`src/design/txreq_params.svh`:
```
// Offsets, field positions, reset values and response codes for the transmit request machine.
// Assumes a 32-bit AXI4-Lite register window with byte addresses below 0x100.
`ifndef TXREQ_PARAMS_SVH
`define TXREQ_PARAMS_SVH
`define TXR_CTRL_OFF 8'h00
`define TXR_CFG0_OFF 8'h04
`define TXR_CFG1_OFF 8'h08
`define TXR_QPTR_OFF 8'h0c
`define TXR_CNFQ_OFF 8'h10
`define TXR_ATTN_OFF 8'h14
`define TXR_CTRL_RQ 0
`define TXR_CTRL_IND 1
`define TXR_CTRL_STS 2
`define TXR_CTRL_RST 3'h7
`define TXR_CFG_ECT 0
`define TXR_CFG_PRE 1
`define TXR_CFG_SAT 2
`define TXR_CFG_FCS 3
`define TXR_CFG_PAR 4
`define TXR_CFG_RST 32'h0000_0000
`define TXR_CFG_THR_RST 8'h10
`define TXR_CFG_FCM_RST 8'hff
`define TXR_AT_RCM 0
`define TXR_AT_EXC 1
`define TXR_AT_BRK 2
`define TXR_AT_USR 3
`define TXR_RESP_OKAY 2'h0
`define TXR_RESP_SLVERR 2'h2
`endif

```
`src/design/txreq_pkg.sv`:
```
// Types shared by the transmit request machine and its bench.
// Descriptor and status layouts are packed so they travel as single ports.
package txreq_pkg;
  typedef enum logic [5:0] {
    ST_IDLE = 6'h01, ST_FREQ = 6'h02, ST_FODU = 6'h04,
    ST_LOAD = 6'h08, ST_DONE = 6'h10, ST_CNF = 6'h20
  } state_t;
  typedef enum logic [1:0] {DT_MID = 2'h0, DT_FIRST = 2'h1, DT_LAST = 2'h2, DT_ONLY = 2'h3} dtype_t;
  typedef enum logic [1:0] {CC_NONE = 2'h0, CC_TX = 2'h1, CC_FULL = 2'h2, CC_RSVD = 2'h3} cclass_t;
  typedef enum logic [3:0] {
    CS_OK = 4'h0, CS_INTER = 4'h1, CS_INCONS = 4'h2, CS_NOMATCH = 4'h3,
    CS_ABORT = 4'h4, CS_ERROR = 4'h5
  } cstat_t;
  typedef struct packed {
    logic [13:0] rsvd;
    logic is_req;
    dtype_t dtype;
    logic [1:0] tclass;
    cclass_t cclass;
    logic end_cnf;
    logic inter_cnf;
    logic [7:0] fc;
    logic last_frame;
  } desc_t;
  typedef struct packed {
    logic ed_ok;
    logic [7:0] fc;
    logic own_flag;
    logic ext_match;
    logic [2:0] fstat;
    logic fcs_ok;
    logic parity_ok;
    logic stripped;
    logic void_frame;
  } rxstat_t;
  typedef struct packed {
    logic chan;
    cstat_t status;
    logic [7:0] sent;
    logic [7:0] confirmed;
  } cnf_t;
endpackage : txreq_pkg

```
`src/design/fddi_transmit_request_machine.sv`:
```
// Transmit request machine: descriptor fetch, request FIFO, token request,
// byte stream to the ring engine and confirmation descriptors.
// Assumes host memory and the ring engine are logic on aclk; registers over AXI4-Lite.
`timescale 1ns/1ps
`include "txreq_params.svh"
module fddi_transmit_request_machine #(
  parameter int FIFO_DEPTH = 64
) (
  input wire logic aclk,
  input wire logic aresetn,
  input wire logic [7:0] awaddr,
  input wire logic awvalid,
  output logic awready,
  input wire logic [31:0] wdata,
  input wire logic [3:0] wstrb,
  input wire logic wvalid,
  output logic wready,
  output logic [1:0] bresp,
  output logic bvalid,
  input wire logic bready,
  input wire logic [7:0] araddr,
  input wire logic arvalid,
  output logic arready,
  output logic [31:0] rdata,
  output logic [1:0] rresp,
  output logic rvalid,
  input wire logic rready,
  output logic fetch_req,
  output logic fetch_is_req,
  output logic fetch_chan,
  output logic fetch_repeat,
  input wire logic fetch_ack,
  input wire logic fetch_err,
  input wire txreq_pkg::desc_t fetch_desc,
  input wire logic data_valid,
  input wire logic [7:0] data_byte,
  input wire logic data_last,
  output logic data_ready,
  output logic tok_req,
  output logic [1:0] tok_class,
  input wire logic tok_granted,
  input wire logic service_end,
  output logic tx_valid,
  output logic [7:0] tx_byte,
  output logic tx_last,
  input wire logic tx_ready,
  input wire logic rx_end,
  input wire txreq_pkg::rxstat_t rx_stat,
  input wire logic token_seen,
  input wire logic mac_reset_event,
  input wire logic ring_op,
  input wire logic [2:0] machine_error,
  output logic indicate_halt,
  output logic status_halt,
  output logic cnf_valid,
  output txreq_pkg::cnf_t cnf_desc,
  input wire logic cnf_ready
);
  localparam int AW = $clog2(FIFO_DEPTH);

  txreq_pkg::state_t st_q;
  txreq_pkg::desc_t ctx_q [2];
  logic [2:0] halt_q;
  logic [31:0] cfg_q [2];
  logic [7:0] rqp_q [2];
  logic [7:0] rql_q [2];
  logic [7:0] cnp_q, cnl_q;
  logic [3:0] attn_q;
  logic [3:0] attn_set;
  logic cur_q, skip_q, started_q, end_in_q, tx_run_q, ring_op_q, cnf_done_q;
  logic [1:0] resume_q, so_done_q, elig;
  logic [8:0] mem_q [FIFO_DEPTH];
  logic [AW-1:0] wptr_q, rptr_q, fstart_q;
  logic [AW:0] fcnt_q, fbytes_q;
  logic [7:0] sent_q, conf_q;
  logic cnt_on_q, cnt_end_q, cnt_bad_q;
  logic aw_got_q, w_got_q;
  logic [7:0] awa_q;
  logic [31:0] wd_q;
  logic [3:0] ws_q;
  logic run, all_halt, push, pop, committed, start, preempt, flush, rx_match, rx_own;
  logic wr_en, cfg_ok, cur_ect, cur_done, abort_cnt, ring_chg;
  txreq_pkg::desc_t cur;

  // Merges a write with byte strobes into an old register value.
  function automatic logic [31:0] merge(input logic [31:0] old, input logic [31:0] d, input logic [3:0] s);
    logic [31:0] r;
    r = old;
    for (int i = 0; i < 4; i++) begin
      if (s[i]) begin
        r[i*8 +: 8] = d[i*8 +: 8];
      end
    end
    return r;
  endfunction : merge

  // Basic decode of the running channel and its configuration.
  assign run = !halt_q[`TXR_CTRL_RQ];
  assign all_halt = &halt_q;
  assign cur = ctx_q[cur_q];
  assign cur_ect = cfg_q[cur_q][`TXR_CFG_ECT];
  assign indicate_halt = halt_q[`TXR_CTRL_IND];
  assign status_halt = halt_q[`TXR_CTRL_STS];
  assign ring_chg = ring_op ^ ring_op_q;

  // Channel eligibility; a resumed channel needs no new request descriptor.
  always_comb begin
    for (int c = 0; c < 2; c++) begin
      elig[c] = run && !attn_q[`TXR_AT_USR] && !so_done_q[c]
        && (resume_q[c] || (!(rqp_q[c] > rql_q[c]) && cnp_q != cnl_q));
    end
  end

  // FIFO traffic. The purge only removes the current, never-started frame.
  assign push = data_valid && data_ready;
  assign pop = tx_valid && tx_ready;
  assign committed = end_in_q || (8'(fbytes_q) >= cfg_q[cur_q][15:8]);
  assign start = st_q == txreq_pkg::ST_LOAD && run && committed && tok_granted
    && !tx_run_q && !started_q;
  assign preempt = cur_q && cfg_q[0][`TXR_CFG_PRE] && elig[0] && !started_q
    && (st_q == txreq_pkg::ST_FODU || st_q == txreq_pkg::ST_LOAD);
  assign flush = preempt && st_q == txreq_pkg::ST_LOAD;
  assign data_ready = st_q == txreq_pkg::ST_LOAD && run && !end_in_q && !preempt
    && fcnt_q < (AW+1)'(FIFO_DEPTH)
    && (!cur_q || cfg_q[1][`TXR_CFG_PRE] || tok_granted);
  assign tx_valid = tx_run_q && fcnt_q != '0;
  assign tx_byte = mem_q[rptr_q][7:0];
  assign tx_last = mem_q[rptr_q][8];
  assign cur_done = cur.dtype == txreq_pkg::DT_LAST || cur.dtype == txreq_pkg::DT_ONLY;

  // Fetch port requests descriptors for the channel being served.
  assign fetch_req = run && (st_q == txreq_pkg::ST_FREQ || (st_q == txreq_pkg::ST_FODU && !preempt));
  assign fetch_is_req = st_q == txreq_pkg::ST_FREQ;
  assign fetch_chan = cur_q;

  // Request FIFO storage and pointers.
  always_ff @(posedge aclk) begin
    if (push) begin
      mem_q[wptr_q] <= {data_last, data_byte};
    end
  end

  always_ff @(posedge aclk) begin
    if (!aresetn) begin
      wptr_q <= '0;
      rptr_q <= '0;
      fcnt_q <= '0;
    end else begin
      wptr_q <= flush ? fstart_q : wptr_q + AW'(push);
      rptr_q <= rptr_q + AW'(pop);
      fcnt_q <= fcnt_q + (AW+1)'(push) - (AW+1)'(pop) - (flush ? fbytes_q : '0);
    end
  end

  // Transmission of committed frames; the stream runs until the frame's last byte.
  always_ff @(posedge aclk) begin
    if (!aresetn) begin
      tx_run_q <= 1'b0;
      sent_q <= 8'h00;
    end else begin
      if (start) begin
        tx_run_q <= 1'b1;
        sent_q <= sent_q + 8'h01;
      end else if (pop && tx_last) begin
        tx_run_q <= 1'b0;
      end
      if (st_q == txreq_pkg::ST_FREQ) begin
        sent_q <= 8'h00;
      end
    end
  end

  // Full confirmation matching of returning frames.
  assign rx_own = rx_stat.own_flag || (cfg_q[cur_q][`TXR_CFG_SAT] && rx_stat.ext_match);
  assign rx_match = rx_stat.ed_ok && rx_own
    && ((rx_stat.fc ^ cur.fc) & cfg_q[cur_q][23:16]) == 8'h00
    && rx_stat.fstat == cfg_q[cur_q][26:24]
    && (rx_stat.fcs_ok || !cfg_q[cur_q][`TXR_CFG_FCS])
    && (rx_stat.parity_ok || !cfg_q[cur_q][`TXR_CFG_PAR]);
  assign abort_cnt = mac_reset_event || ring_chg || token_seen
    || (rx_end && !rx_stat.void_frame && (rx_stat.stripped
    || (cfg_q[cur_q][`TXR_CFG_PAR] && !rx_stat.parity_ok)));

  // Confirmed frame counter. Only the request in service is tracked.
  always_ff @(posedge aclk) begin
    if (!aresetn || st_q == txreq_pkg::ST_FREQ) begin
      cnt_on_q <= 1'b0;
      cnt_end_q <= 1'b0;
      cnt_bad_q <= 1'b0;
      conf_q <= 8'h00;
    end else if (cur.cclass == txreq_pkg::CC_FULL && !cnt_end_q && sent_q != 8'h00) begin
      if (abort_cnt && (cnt_on_q || !rx_end)) begin
        cnt_end_q <= 1'b1;
        cnt_bad_q <= 1'b1;
      end else if (rx_end && !rx_stat.void_frame && (cnt_on_q || rx_own)) begin
        cnt_on_q <= 1'b1;
        if (rx_match) begin
          conf_q <= conf_q + 8'h01;
        end else begin
          cnt_end_q <= 1'b1;
          cnt_bad_q <= 1'b1;
        end
      end else if (st_q == txreq_pkg::ST_DONE && !tx_run_q && conf_q == sent_q) begin
        cnt_end_q <= 1'b1;
      end
    end
  end

  // Request sequencing: fetch, check, load, transmit, confirm.
  always_ff @(posedge aclk) begin
    if (!aresetn) begin
      st_q <= txreq_pkg::ST_IDLE;
      cur_q <= 1'b0;
      skip_q <= 1'b0;
      started_q <= 1'b0;
      end_in_q <= 1'b0;
      fbytes_q <= '0;
      fstart_q <= '0;
      resume_q <= 2'b00;
      fetch_repeat <= 1'b0;
      tok_req <= 1'b0;
      tok_class <= 2'h0;
      ctx_q[0] <= '0;
      ctx_q[1] <= '0;
    end else begin
      if (push) begin
        fbytes_q <= fbytes_q + (AW+1)'(1);
        end_in_q <= data_last;
      end
      // A frame shorter than the threshold commits by its end, so the request must not wait for a push.
      if (st_q == txreq_pkg::ST_LOAD && !cur_ect && committed) begin
        tok_req <= 1'b1;
      end
      if (start) begin
        started_q <= 1'b1;
        tok_req <= 1'b1;
      end
      case (st_q)
        txreq_pkg::ST_IDLE: begin
          if (elig[0] || elig[1]) begin
            cur_q <= !elig[0];
            fetch_repeat <= resume_q[!elig[0]];
            st_q <= resume_q[!elig[0]] ? txreq_pkg::ST_FODU : txreq_pkg::ST_FREQ;
          end
        end
        txreq_pkg::ST_FREQ: begin
          if (fetch_ack && run) begin
            ctx_q[cur_q] <= fetch_desc;
            if (fetch_err) begin
              st_q <= txreq_pkg::ST_CNF;
            end else if (skip_q) begin
              skip_q <= !(fetch_desc.dtype == txreq_pkg::DT_LAST || fetch_desc.dtype == txreq_pkg::DT_ONLY);
              st_q <= txreq_pkg::ST_IDLE;
            end else if (!fetch_desc.is_req || !ring_op || fetch_desc.cclass == txreq_pkg::CC_RSVD
                || fetch_desc.dtype == txreq_pkg::DT_MID || fetch_desc.dtype == txreq_pkg::DT_LAST) begin
              st_q <= txreq_pkg::ST_CNF;
            end else begin
              tok_req <= cfg_q[cur_q][`TXR_CFG_ECT] && fetch_desc.dtype == txreq_pkg::DT_FIRST;
              tok_class <= fetch_desc.tclass;
              st_q <= txreq_pkg::ST_FODU;
            end
          end
        end
        txreq_pkg::ST_FODU: begin
          if (preempt) begin
            resume_q[1] <= 1'b1;
            st_q <= txreq_pkg::ST_IDLE;
          end else if (fetch_ack && run) begin
            fetch_repeat <= 1'b0;
            resume_q[cur_q] <= 1'b0;
            ctx_q[cur_q].last_frame <= fetch_desc.last_frame;
            started_q <= 1'b0;
            end_in_q <= 1'b0;
            fbytes_q <= '0;
            fstart_q <= wptr_q;
            st_q <= (fetch_err || fetch_desc.is_req) ? txreq_pkg::ST_CNF : txreq_pkg::ST_LOAD;
          end
        end
        txreq_pkg::ST_LOAD: begin
          if (flush) begin
            resume_q[1] <= 1'b1;
            fetch_repeat <= 1'b1;
            tok_req <= 1'b0;
            st_q <= txreq_pkg::ST_IDLE;
          end else if (started_q && end_in_q) begin
            st_q <= cur.last_frame ? txreq_pkg::ST_DONE : txreq_pkg::ST_FODU;
          end
        end
        txreq_pkg::ST_DONE: begin
          if (!tx_run_q && (cur.cclass != txreq_pkg::CC_FULL || cnt_end_q)) begin
            tok_req <= 1'b0;
            st_q <= txreq_pkg::ST_CNF;
          end
        end
        txreq_pkg::ST_CNF: begin
          if (cnf_done_q) begin
            skip_q <= attn_set[`TXR_AT_EXC] && !cur_done;
            st_q <= txreq_pkg::ST_IDLE;
          end
        end
        default: st_q <= txreq_pkg::ST_IDLE;
      endcase
    end
  end

  // Outcome of the request, valid while the sequencer sits in the confirm state.
  txreq_pkg::cstat_t outcome;
  always_comb begin
    outcome = txreq_pkg::CS_OK;
    attn_set = 4'h0;
    if (st_q == txreq_pkg::ST_CNF) begin
      attn_set[`TXR_AT_RCM] = 1'b1;
      if (fetch_err || halt_q[`TXR_CTRL_RQ]) begin
        outcome = txreq_pkg::CS_ERROR;
      end else if (sent_q == 8'h00) begin
        outcome = txreq_pkg::CS_INCONS;
      end else if (cnt_bad_q && rx_end) begin
        outcome = txreq_pkg::CS_NOMATCH;
        attn_set[`TXR_AT_BRK] = 1'b1;
      end else if (cnt_bad_q) begin
        outcome = txreq_pkg::CS_ABORT;
      end
      if (outcome != txreq_pkg::CS_OK) begin
        attn_set[`TXR_AT_EXC] = 1'b1;
        attn_set[`TXR_AT_USR] = 1'b1;
      end
    end
  end

  // Confirmation descriptor output and the per-channel service opportunity flags.
  always_ff @(posedge aclk) begin
    if (!aresetn) begin
      cnf_valid <= 1'b0;
      cnf_desc <= '0;
      cnf_done_q <= 1'b0;
      so_done_q <= 2'b00;
    end else begin
      cnf_done_q <= 1'b0;
      if (service_end) begin
        so_done_q <= 2'b00;
      end
      if (cnf_valid && cnf_ready) begin
        cnf_valid <= 1'b0;
        cnf_done_q <= st_q == txreq_pkg::ST_CNF;
      end else if (st_q == txreq_pkg::ST_CNF && !cnf_valid && !cnf_done_q) begin
        so_done_q[cur_q] <= 1'b1;
        if (outcome != txreq_pkg::CS_OK || cur.end_cnf || cur.inter_cnf) begin
          cnf_valid <= 1'b1;
          cnf_desc <= '{chan: cur_q, status: outcome, sent: sent_q, confirmed: conf_q};
        end else begin
          cnf_done_q <= 1'b1;
        end
      end else if (service_end && !cnf_valid && cur.inter_cnf
          && st_q != txreq_pkg::ST_IDLE && st_q != txreq_pkg::ST_CNF) begin
        cnf_valid <= 1'b1;
        cnf_desc <= '{chan: cur_q, status: txreq_pkg::CS_INTER, sent: sent_q, confirmed: conf_q};
      end
    end
  end

  // AXI4-Lite write and read channels; address and data are taken in either order.
  assign awready = !aw_got_q && !bvalid;
  assign wready = !w_got_q && !bvalid;
  assign wr_en = aw_got_q && w_got_q;
  assign cfg_ok = all_halt;
  assign arready = !rvalid;

  always_ff @(posedge aclk) begin
    if (!aresetn) begin
      aw_got_q <= 1'b0;
      w_got_q <= 1'b0;
      awa_q <= 8'h00;
      wd_q <= 32'h0;
      ws_q <= 4'h0;
      bvalid <= 1'b0;
      bresp <= `TXR_RESP_OKAY;
    end else begin
      if (awvalid && awready) begin
        aw_got_q <= 1'b1;
        awa_q <= awaddr;
      end
      if (wvalid && wready) begin
        w_got_q <= 1'b1;
        wd_q <= wdata;
        ws_q <= wstrb;
      end
      if (wr_en) begin
        aw_got_q <= 1'b0;
        w_got_q <= 1'b0;
        bvalid <= 1'b1;
        bresp <= (awa_q > `TXR_ATTN_OFF || awa_q[1:0] != 2'b00) ? `TXR_RESP_SLVERR : `TXR_RESP_OKAY;
      end else if (bready) begin
        bvalid <= 1'b0;
      end
    end
  end

  // Register state owned by software, with hardware updates folded in.
  always_ff @(posedge aclk) begin
    if (!aresetn) begin
      halt_q <= `TXR_CTRL_RST;
      attn_q <= 4'h0;
      ring_op_q <= 1'b0;
      cnp_q <= 8'h00;
      cnl_q <= 8'h00;
      for (int c = 0; c < 2; c++) begin
        cfg_q[c] <= {5'h0, 3'h0, `TXR_CFG_FCM_RST, `TXR_CFG_THR_RST, 8'h00} | `TXR_CFG_RST;
        rqp_q[c] <= 8'h00;
        rql_q[c] <= 8'h00;
      end
    end else begin
      ring_op_q <= ring_op;
      if (wr_en && awa_q == `TXR_CTRL_OFF && ws_q[0]) begin
        halt_q <= wd_q[2:0];
      end
      if (wr_en && cfg_ok && awa_q == `TXR_CFG0_OFF) begin
        cfg_q[0] <= merge(cfg_q[0], wd_q, ws_q);
      end
      if (wr_en && cfg_ok && awa_q == `TXR_CFG1_OFF) begin
        cfg_q[1] <= merge(cfg_q[1], wd_q, ws_q);
      end
      if (wr_en && awa_q == `TXR_QPTR_OFF) begin
        {rql_q[1], rqp_q[1], rql_q[0], rqp_q[0]} <= merge({rql_q[1], rqp_q[1], rql_q[0], rqp_q[0]}, wd_q, ws_q);
      end
      if (st_q == txreq_pkg::ST_FREQ && fetch_ack && run) begin
        rqp_q[cur_q] <= rqp_q[cur_q] + 8'h01;
      end
      if (wr_en && awa_q == `TXR_CNFQ_OFF) begin
        {cnl_q, cnp_q} <= 16'(merge({16'h0, cnl_q, cnp_q}, wd_q, ws_q));
      end
      if (cnf_valid && cnf_ready) begin
        cnp_q <= cnp_q + 8'h01;
      end
      // Write one to clear; a new event in the same cycle wins.
      attn_q <= (attn_q & ~((wr_en && awa_q == `TXR_ATTN_OFF) ? wd_q[3:0] : 4'h0))
        | ((st_q == txreq_pkg::ST_CNF && !cnf_valid && !cnf_done_q) ? attn_set : 4'h0);
      // A fetch error stops the request machine, the other error inputs stop their own machine.
      halt_q <= (wr_en && awa_q == `TXR_CTRL_OFF && ws_q[0] ? wd_q[2:0] : halt_q)
        | machine_error | {2'b00, fetch_ack && fetch_err};
    end
  end

  // Read data for all mapped registers; unmapped reads answer a slave error.
  always_ff @(posedge aclk) begin
    if (!aresetn) begin
      rvalid <= 1'b0;
      rdata <= 32'h0;
      rresp <= `TXR_RESP_OKAY;
    end else if (arvalid && arready) begin
      rvalid <= 1'b1;
      rresp <= `TXR_RESP_OKAY;
      case (araddr)
        `TXR_CTRL_OFF: rdata <= {23'h0, st_q, halt_q};
        `TXR_CFG0_OFF: rdata <= cfg_q[0];
        `TXR_CFG1_OFF: rdata <= cfg_q[1];
        `TXR_QPTR_OFF: rdata <= {rql_q[1], rqp_q[1], rql_q[0], rqp_q[0]};
        `TXR_CNFQ_OFF: rdata <= {16'h0, cnl_q, cnp_q};
        `TXR_ATTN_OFF: rdata <= {28'h0, attn_q};
        default: begin
          rdata <= 32'h0;
          rresp <= `TXR_RESP_SLVERR;
        end
      endcase
    end else if (rready) begin
      rvalid <= 1'b0;
    end
  end
endmodule : fddi_transmit_request_machine

```
`config.mk`:
```
export PLATFORM = sky130hd
export DESIGN_NAME = fddi_transmit_request_machine
export DESIGN_NICKNAME = d
export VERILOG_FILES = /design/src/design/txreq_pkg.sv /design/src/design/fddi_transmit_request_machine.sv
export VERILOG_INCLUDE_DIRS = /design/src /design/src/design
export SDC_FILE = /design/constraint.sdc
export NUM_CORES = 1
export LEC_CHECK = 0
export BUFFER_PORTS_ARGS = -buffer_cell sky130_fd_sc_hd__buf_4
export CAP_MARGIN = 20
export CORE_ASPECT_RATIO = 1.2
export CORE_MARGIN = 3
export CORE_UTILIZATION = 25
export DETAILED_ROUTE_END_ITERATION = 16
export PLACE_DENSITY = 0.37
export SETUP_SLACK_MARGIN = 0.15
export SKIP_CTS_REPAIR_TIMING = 1
export SLEW_MARGIN = 20
export SYNTH_ARGS = -nofsm -noshare
export SYNTH_HDL_FRONTEND = slang
export SYNTH_SLANG_ARGS = --single-unit
export TNS_END_PERCENT = 1
```
`constraint.sdc`:
```
create_clock -name aclk -period 3.8 [get_ports aclk]
set_input_delay 0.38 -clock aclk [delete_from_list [all_inputs] [get_ports aclk]]
set_output_delay 0.38 -clock aclk [all_outputs]
set_load 0.005 [all_outputs]
```
Word-level counts from Yosys, hierarchy flattened. Memory sizes are Yosys's and may differ from the RTL's. A register that Yosys moved wholly into a read port is not among the register bits. Cells that the tools add are included. W data, S select, Z words.

Memories kept: 3. Word-level logic and storage cells: 477. RAM bits: 704. Flip-flop bits (word level): 233. Output and inout port bits: 83. Input bits: 132.

Multiplexer cells: 163. Order comparisons: 10. Reduce and logical (&&, ||, !) cells: 180. Eq/ne operators: 42. Bitwise gates (word level): 22. $add $sub $neg: 10.

Memories: mem_q (words 64, width 9, read ports 1, clocked after memory_dff 1, wr ports 1, RTL line fddi_transmit_request_machine.sv:72) `logic [8:0] mem_q [FIFO_DEPTH];`; cfg_q (words 2, width 32, read ports 3, clocked after memory_dff 1, wr ports 2, RTL line fddi_transmit_request_machine.sv:64) `logic [31:0] cfg_q [2];`; ctx_q (words 2, width 32, read ports 1, clocked after memory_dff 1, wr ports 2, RTL line fddi_transmit_request_machine.sv:62) `txreq_pkg::desc_t ctx_q [2];`.

Operators by type and width (count): $mux W8 (33); $pmux W32 S6 (1); $mux W32 (3); $mux W6 (14); $logic_and A1 B1 Y1 (76); $mux W1 (73); $mux W21 (3); $mux W16 (3); $pmux W6 S6 (1); $mux W7 (5); $add A8 B1 Y8 const B (4); $eq A8 B4 Y1 const B (4); $eq A8 B5 Y1 const B (4); $logic_not A8 Y1 (4); $reduce_or A32 Y1 (1); $logic_not A1 Y1 (30); $logic_or A1 B1 Y1 (30); $reduce_and A3 Y1 (7); $mux W4 (5); $reduce_bool A2 Y1 (10); $mux W3 (6); $bwmux W16 (1); $eq A8 B3 Y1 const B (2); $gt A8 B8 Y1 (2); other kinds (60) (105).

Logic depth before layout (Yosys ltp).
Depth in word-level cells: 17. Mapped depth: 21. Mapped depth without buffers: 19.

Least setup slack after synthesis. No wires, ideal clock.

Path kind: register to register. Start point: register rql_q[9] (netlist name). End point: register fcnt_q[6]. Cell stages (with the launch flop): 22. Path slack: -373 ps. Path buffers: 2. Library setup time: 128 ps. Data required time: 3672 ps. Period minus slack after synthesis: 4173 ps. Arrival: 4046 ps. Cells stage by stage: dfxtp_1 inv_1 ha_1 nor2b_1 o211ai_1 a211o_1 a31o_2 buf_6 nand3_1 clkbuf_1 nor2_1 fa_1 inv_1 fa_1 ha_1 a21o_1 a21oi_1 o21bai_1 a21oi_1 xnor2_1 xnor2_1 nor2_1.

Longest elaborated chain between the ends: 16. Elaborated cells on any way between the ends: 18. Those cells by class: 3 x add/sub; 1 x order compare; 1 x mux; 13 x reduce/logical.

RTL lines: start, declared (RTL line fddi_transmit_request_machine.sv:66) `logic [7:0] rql_q [2];`; $gt A8 B8 Y1 (*) (RTL line fddi_transmit_request_machine.sv:110) `&& (resume_q[c] || (!(rqp_q[c] > rql_q[c]) && cnp_q != cnl_q));`; $logic_not A1 Y1 (*) (RTL line fddi_transmit_request_machine.sv:110); $logic_and A1 B1 Y1 (*) (RTL line fddi_transmit_request_machine.sv:110); $logic_or A1 B1 Y1 (*) (RTL line fddi_transmit_request_machine.sv:110); $logic_and A1 B1 Y1 (*) (RTL line fddi_transmit_request_machine.sv:109) `` elig[c] = run && !attn_q[`TXR_AT_USR] && !so_done_q[c] ``; $logic_and A1 B1 Y1 (*) (3 in series) (RTL line fddi_transmit_request_machine.sv:120) `` assign preempt = cur_q && cfg_q[0][`TXR_CFG_PRE] && elig[0] && !started_q ``; $logic_not A1 Y1 (RTL line fddi_transmit_request_machine.sv:123) `assign data_ready = st_q == txreq_pkg::ST_LOAD && run && !end_in_q && !preempt`; $logic_and A1 B1 Y1 (RTL line fddi_transmit_request_machine.sv:123); $logic_and A1 B1 Y1 (RTL line fddi_transmit_request_machine.sv:124) `&& fcnt_q < (AW+1)'(FIFO_DEPTH)`; $logic_and A1 B1 Y1 (RTL line fddi_transmit_request_machine.sv:123); $logic_and A1 B1 Y1 (RTL line fddi_transmit_request_machine.sv:115) `assign push = data_valid && data_ready;`; $add A7 B1 Y7 (RTL line fddi_transmit_request_machine.sv:151) `fcnt_q <= fcnt_q + (AW+1)'(push) - (AW+1)'(pop) - (flush ? fbytes_q : '0);`; $sub A7 B1 Y7 (RTL line fddi_transmit_request_machine.sv:151); $sub A7 B7 Y7 (*) (RTL line fddi_transmit_request_machine.sv:151); end signal, assigned (RTL line fddi_transmit_request_machine.sv:151); end, declared (RTL line fddi_transmit_request_machine.sv:74) `logic [AW:0] fcnt_q, fbytes_q;`.

Every way passes the cells marked *; elsewhere a longest branch is shown, timed or not. A chain may end at the register's enable or synchronous reset.

==> run metrics <==
outcome complete, but fails checks; failing checks setup timing; fraction of registers with async set or reset after synthesis 0%; core footprint 151000 sq um; Netlist Area Pre-Place 38000 sq um; peak supply drop 0.360 mV; first-pass iteration count of the detailed router 8; Mean Syn Cell Area 14.5 sq um; antenna violations before repair 3; DRC 0; Worst Skew 0.0450 ns; relative slew slack 28.8%; CTS root buffer clkbuf_16; clock slew at reported path FFs 0.06 ns; worst-path maximum fanout 8; DP Area 42800 sq um; Starting Density 25.2%; # fillers 14900; largest net degree at the start of global routing 66; H-tree lvl count 3; synth unique cells 83; Clk Latency, worst-skew pair 0.72 ns; top_reg_cell synth edfxtp_1; Crit. End Element output port; PnR worst setup slack -0.0403 ns; worst hold path class in -> reg; Power Dens Cells 451 nW/um^2; antenna viol nets, final 0; vias in the first global route 24700; gr usage total 15.8%; worst slack, placed -0.00577 ns; kind of critical path reg -> out; Sw Pwr 4830 uW; post-synthesis register bit count 899; Rows 156; total CTS buffers 100; worst slew pin tran 1.07 ns; Clk pwr share 45.9%; CTS tree yes; die outline width 362 um; clock tree buffer depth 3; Final #Nets 3239; Post-synth EDFFs 668; IO Pins 215; first-pass GRT wire length 180000 um; Max Slew Vio Count 0; area grow syn2layout 25.2%; P_leak 0.0163 uW; Synth area leaders edfxtp_1, dfxtp_1, mux4_2; sequential share of the synthesized area 65.0%; Gate Count Post-Synth 2617; I/O Buffers 197; number of DRC markers in iteration 0 1699; P_int 16600 uW; Flop pwr share 50.0%; most area-hungry cell type in the Yosys netlist edfxtp_1; Avg WL per Cell 24.9 um; Startpoint Class flop; Worst EP required 3.42 ns; Comb pwr share 4.2%; die area 157000 sq um; unrepaired setup endpoints after global routing true; CTS sink count 899; YS warnings 0; Post-DP HPWL 87300 um; overflow left after global routing 0; switching fraction of total power 22.5%; die height 433 um; DR vias/cell 4.73; Max-Cap Viols 0; f_max 260 MHz; Arr. time, crit path 3.46 ns; GP Congestion 0.827; endpoints failing hold 0; post-synth top area share 52.8%; # setup viols final 2; fin crit period 3.84 ns; total wire length 127000 um; Final period util 101%; layout cells sized above 1 27.1%; fin area 47600 sq um; via count 24200
## layout by cell type (no fill, tap or decap), types with 11 or more instances in the layout
| master | synthesis | final |
|---|---|---|
| o21ai_0 | 43 | 43 |
| nor3_1 | 37 | 35 |
| a311oi_1 | 19 | 19 |
| buf_4 | 4 | 403 |
| and2_1 | 34 | 34 |
| nor2_1 | 224 | 221 |
| clkbuf_1 | 116 | 29 |
| nand2_1 | 202 | 201 |
| dlygate4sd3_1 | 0 | 65 |
| nand3_1 | 65 | 64 |
| mux2_2 | 35 | 35 |
| buf_6 | 3 | 11 |
| ha_1 | 46 | 41 |
| a22oi_1 | 35 | 35 |
| edfxtp_1 | 668 | 668 |
| xnor2_1 | 24 | 24 |
| a21oi_1 | 159 | 155 |
| or3_1 | 22 | 22 |
| and3_1 | 47 | 47 |
| nand4_1 | 22 | 22 |
| mux2i_1 | 57 | 57 |
| mux4_2 | 183 | 184 |
| xor2_1 | 40 | 40 |
| a31oi_1 | 11 | 11 |
| inv_1 | 52 | 49 |
| clkinv_1 | 1 | 19 |
| clkbuf_16 | 0 | 111 |
| a211oi_1 | 13 | 13 |
| dfxtp_1 | 231 | 222 |
## flip-flops by register name, summed over array words and instances (netlist names), 4 cells and up, named ones only
signal	cells
mem_q	576
cfg_q	64
rdata	32
wd_q	32
ctx_q	28
cnf_desc	20
rql_q	16
rqp_q	16
awa_q	8
cnl_q	8
cnp_q	8
conf_q	8
sent_q	8
fbytes_q	7
fcnt_q	7
fstart_q	6
rptr_q	6
st_q	6
wptr_q	6
attn_q	4
ws_q	4
## path summary, 6_finish.rpt
check | startpoint | to | slack (ns) | depth (start not counted)
worst min register to register | awa_q[1]$_SDFFE_PN0P_ | awa_q[1]$_SDFFE_PN0P_ | 0.46 | 2
worst max register to register | rql_q[14]$_SDFFE_PN0P_ | fcnt_q[6]$_SDFF_PN0_ | 0.06 | 18
worst max-delay path | rptr_q[0]$_SDFF_PN0_ | tx_byte[0] | -0.04 | 7
worst min-delay path | arvalid | rresp[1]$_SDFFE_PN0P_ | 0.04 | 3
## metrics by stage
step | utilization, % | power, uW | instances | setup TNS, ns | hold slack (ns)
floorplan | - | 11300 | 2619 | 0 | 0.431
global placement | 28.4 | 11800 | 4818 | 0 | 0.444
detailed placement | 28.4 | 11800 | 4818 | -0.00577 | 0.445
CTS | 30.6 | 21700 | 5003 | -2.39 | -0.216
global route | 31.6 | 22300 | 5116 | -0.945 | 0.00231
finish | 31.6 | 21500 | 5118 | -0.0555 | 0.0370
## synth_stat cells, types with 11 or more instances
cell type and number:
and2_1 34, a22oi_1 35, a21oi_1 159, clkbuf_1 116
nand4_1 22, xnor2_1 24, a211oi_1 13, dfxtp_1 231
nor2_1 224, nand3_1 65, o21ai_0 43, buf_1 20
xor2_1 40, a311oi_1 19, nor3_1 37, edfxtp_1 668
nor2b_1 11, ha_1 46, nand2_1 202, mux4_2 183
buf_2 21, and3_1 47, a31oi_1 11, or3_1 22
mux2_2 35, mux2i_1 57, inv_1 52
## logic make-up (layout without fill, tap and decap cells)
logic type	count (synthesis)	in the layout	share of synthesized area, %
compound gates	368	368	6.27
flops	899	899	65.0
fa+ha+maj	49	49	1.67
simple gates	737	737	9.39
xor+xnor	64	64	1.48
buf+inv	218	740	2.37
other cells	1	5	0.00988
mux	281	281	13.8
## cell type report
| cell class | instances | area, sq um | area share [%] |
|---|---|---|---|
| Tap cell | 1975 | 2470 | 5.20 |
| Timing Repair Buffer | 502 | 4310 | 9.05 |
| Sequential cell | 899 | 24700 | 51.9 |
| Multi-Input combinational cell | 1502 | 12500 | 26.4 |
| Antenna cell | 2 | 5.00 | 0.0105 |
| Clock buffer | 137 | 2780 | 5.84 |
| Clock inverter | 48 | 547 | 1.15 |
| Inverter | 53 | 204 | 0.429 |
## worst max-delay path, cell delays in order, from the launching register on
cell     delay, ns
dfxtp_4       0.43
buf_12        0.15
buf_16        0.16
buf_4         0.14
mux4_2        0.55
mux4_2        0.61
mux4_2        0.54
buf_4         0.16
## power by group through the flow
stage	Combinational [uW]	Sequential (uW)	Clock [uW]
global placement	847	10900	0
finish	895	10700	9840
detailed placement	859	10900	0
floorplan	406	10900	0
CTS	862	10700	10200
global route	978	10700	10600
## per-layer routing
metal	GRT usage (%)	vias up	wire (um)
li1	-	11000	-
met1	18.9	12500	51800
met2	29.2	559	67700
met3	2.32	161	5010
met4	4.37	4	2850
met5	0	-	32
No activity file was read; power rests on OpenSTA's default activity.
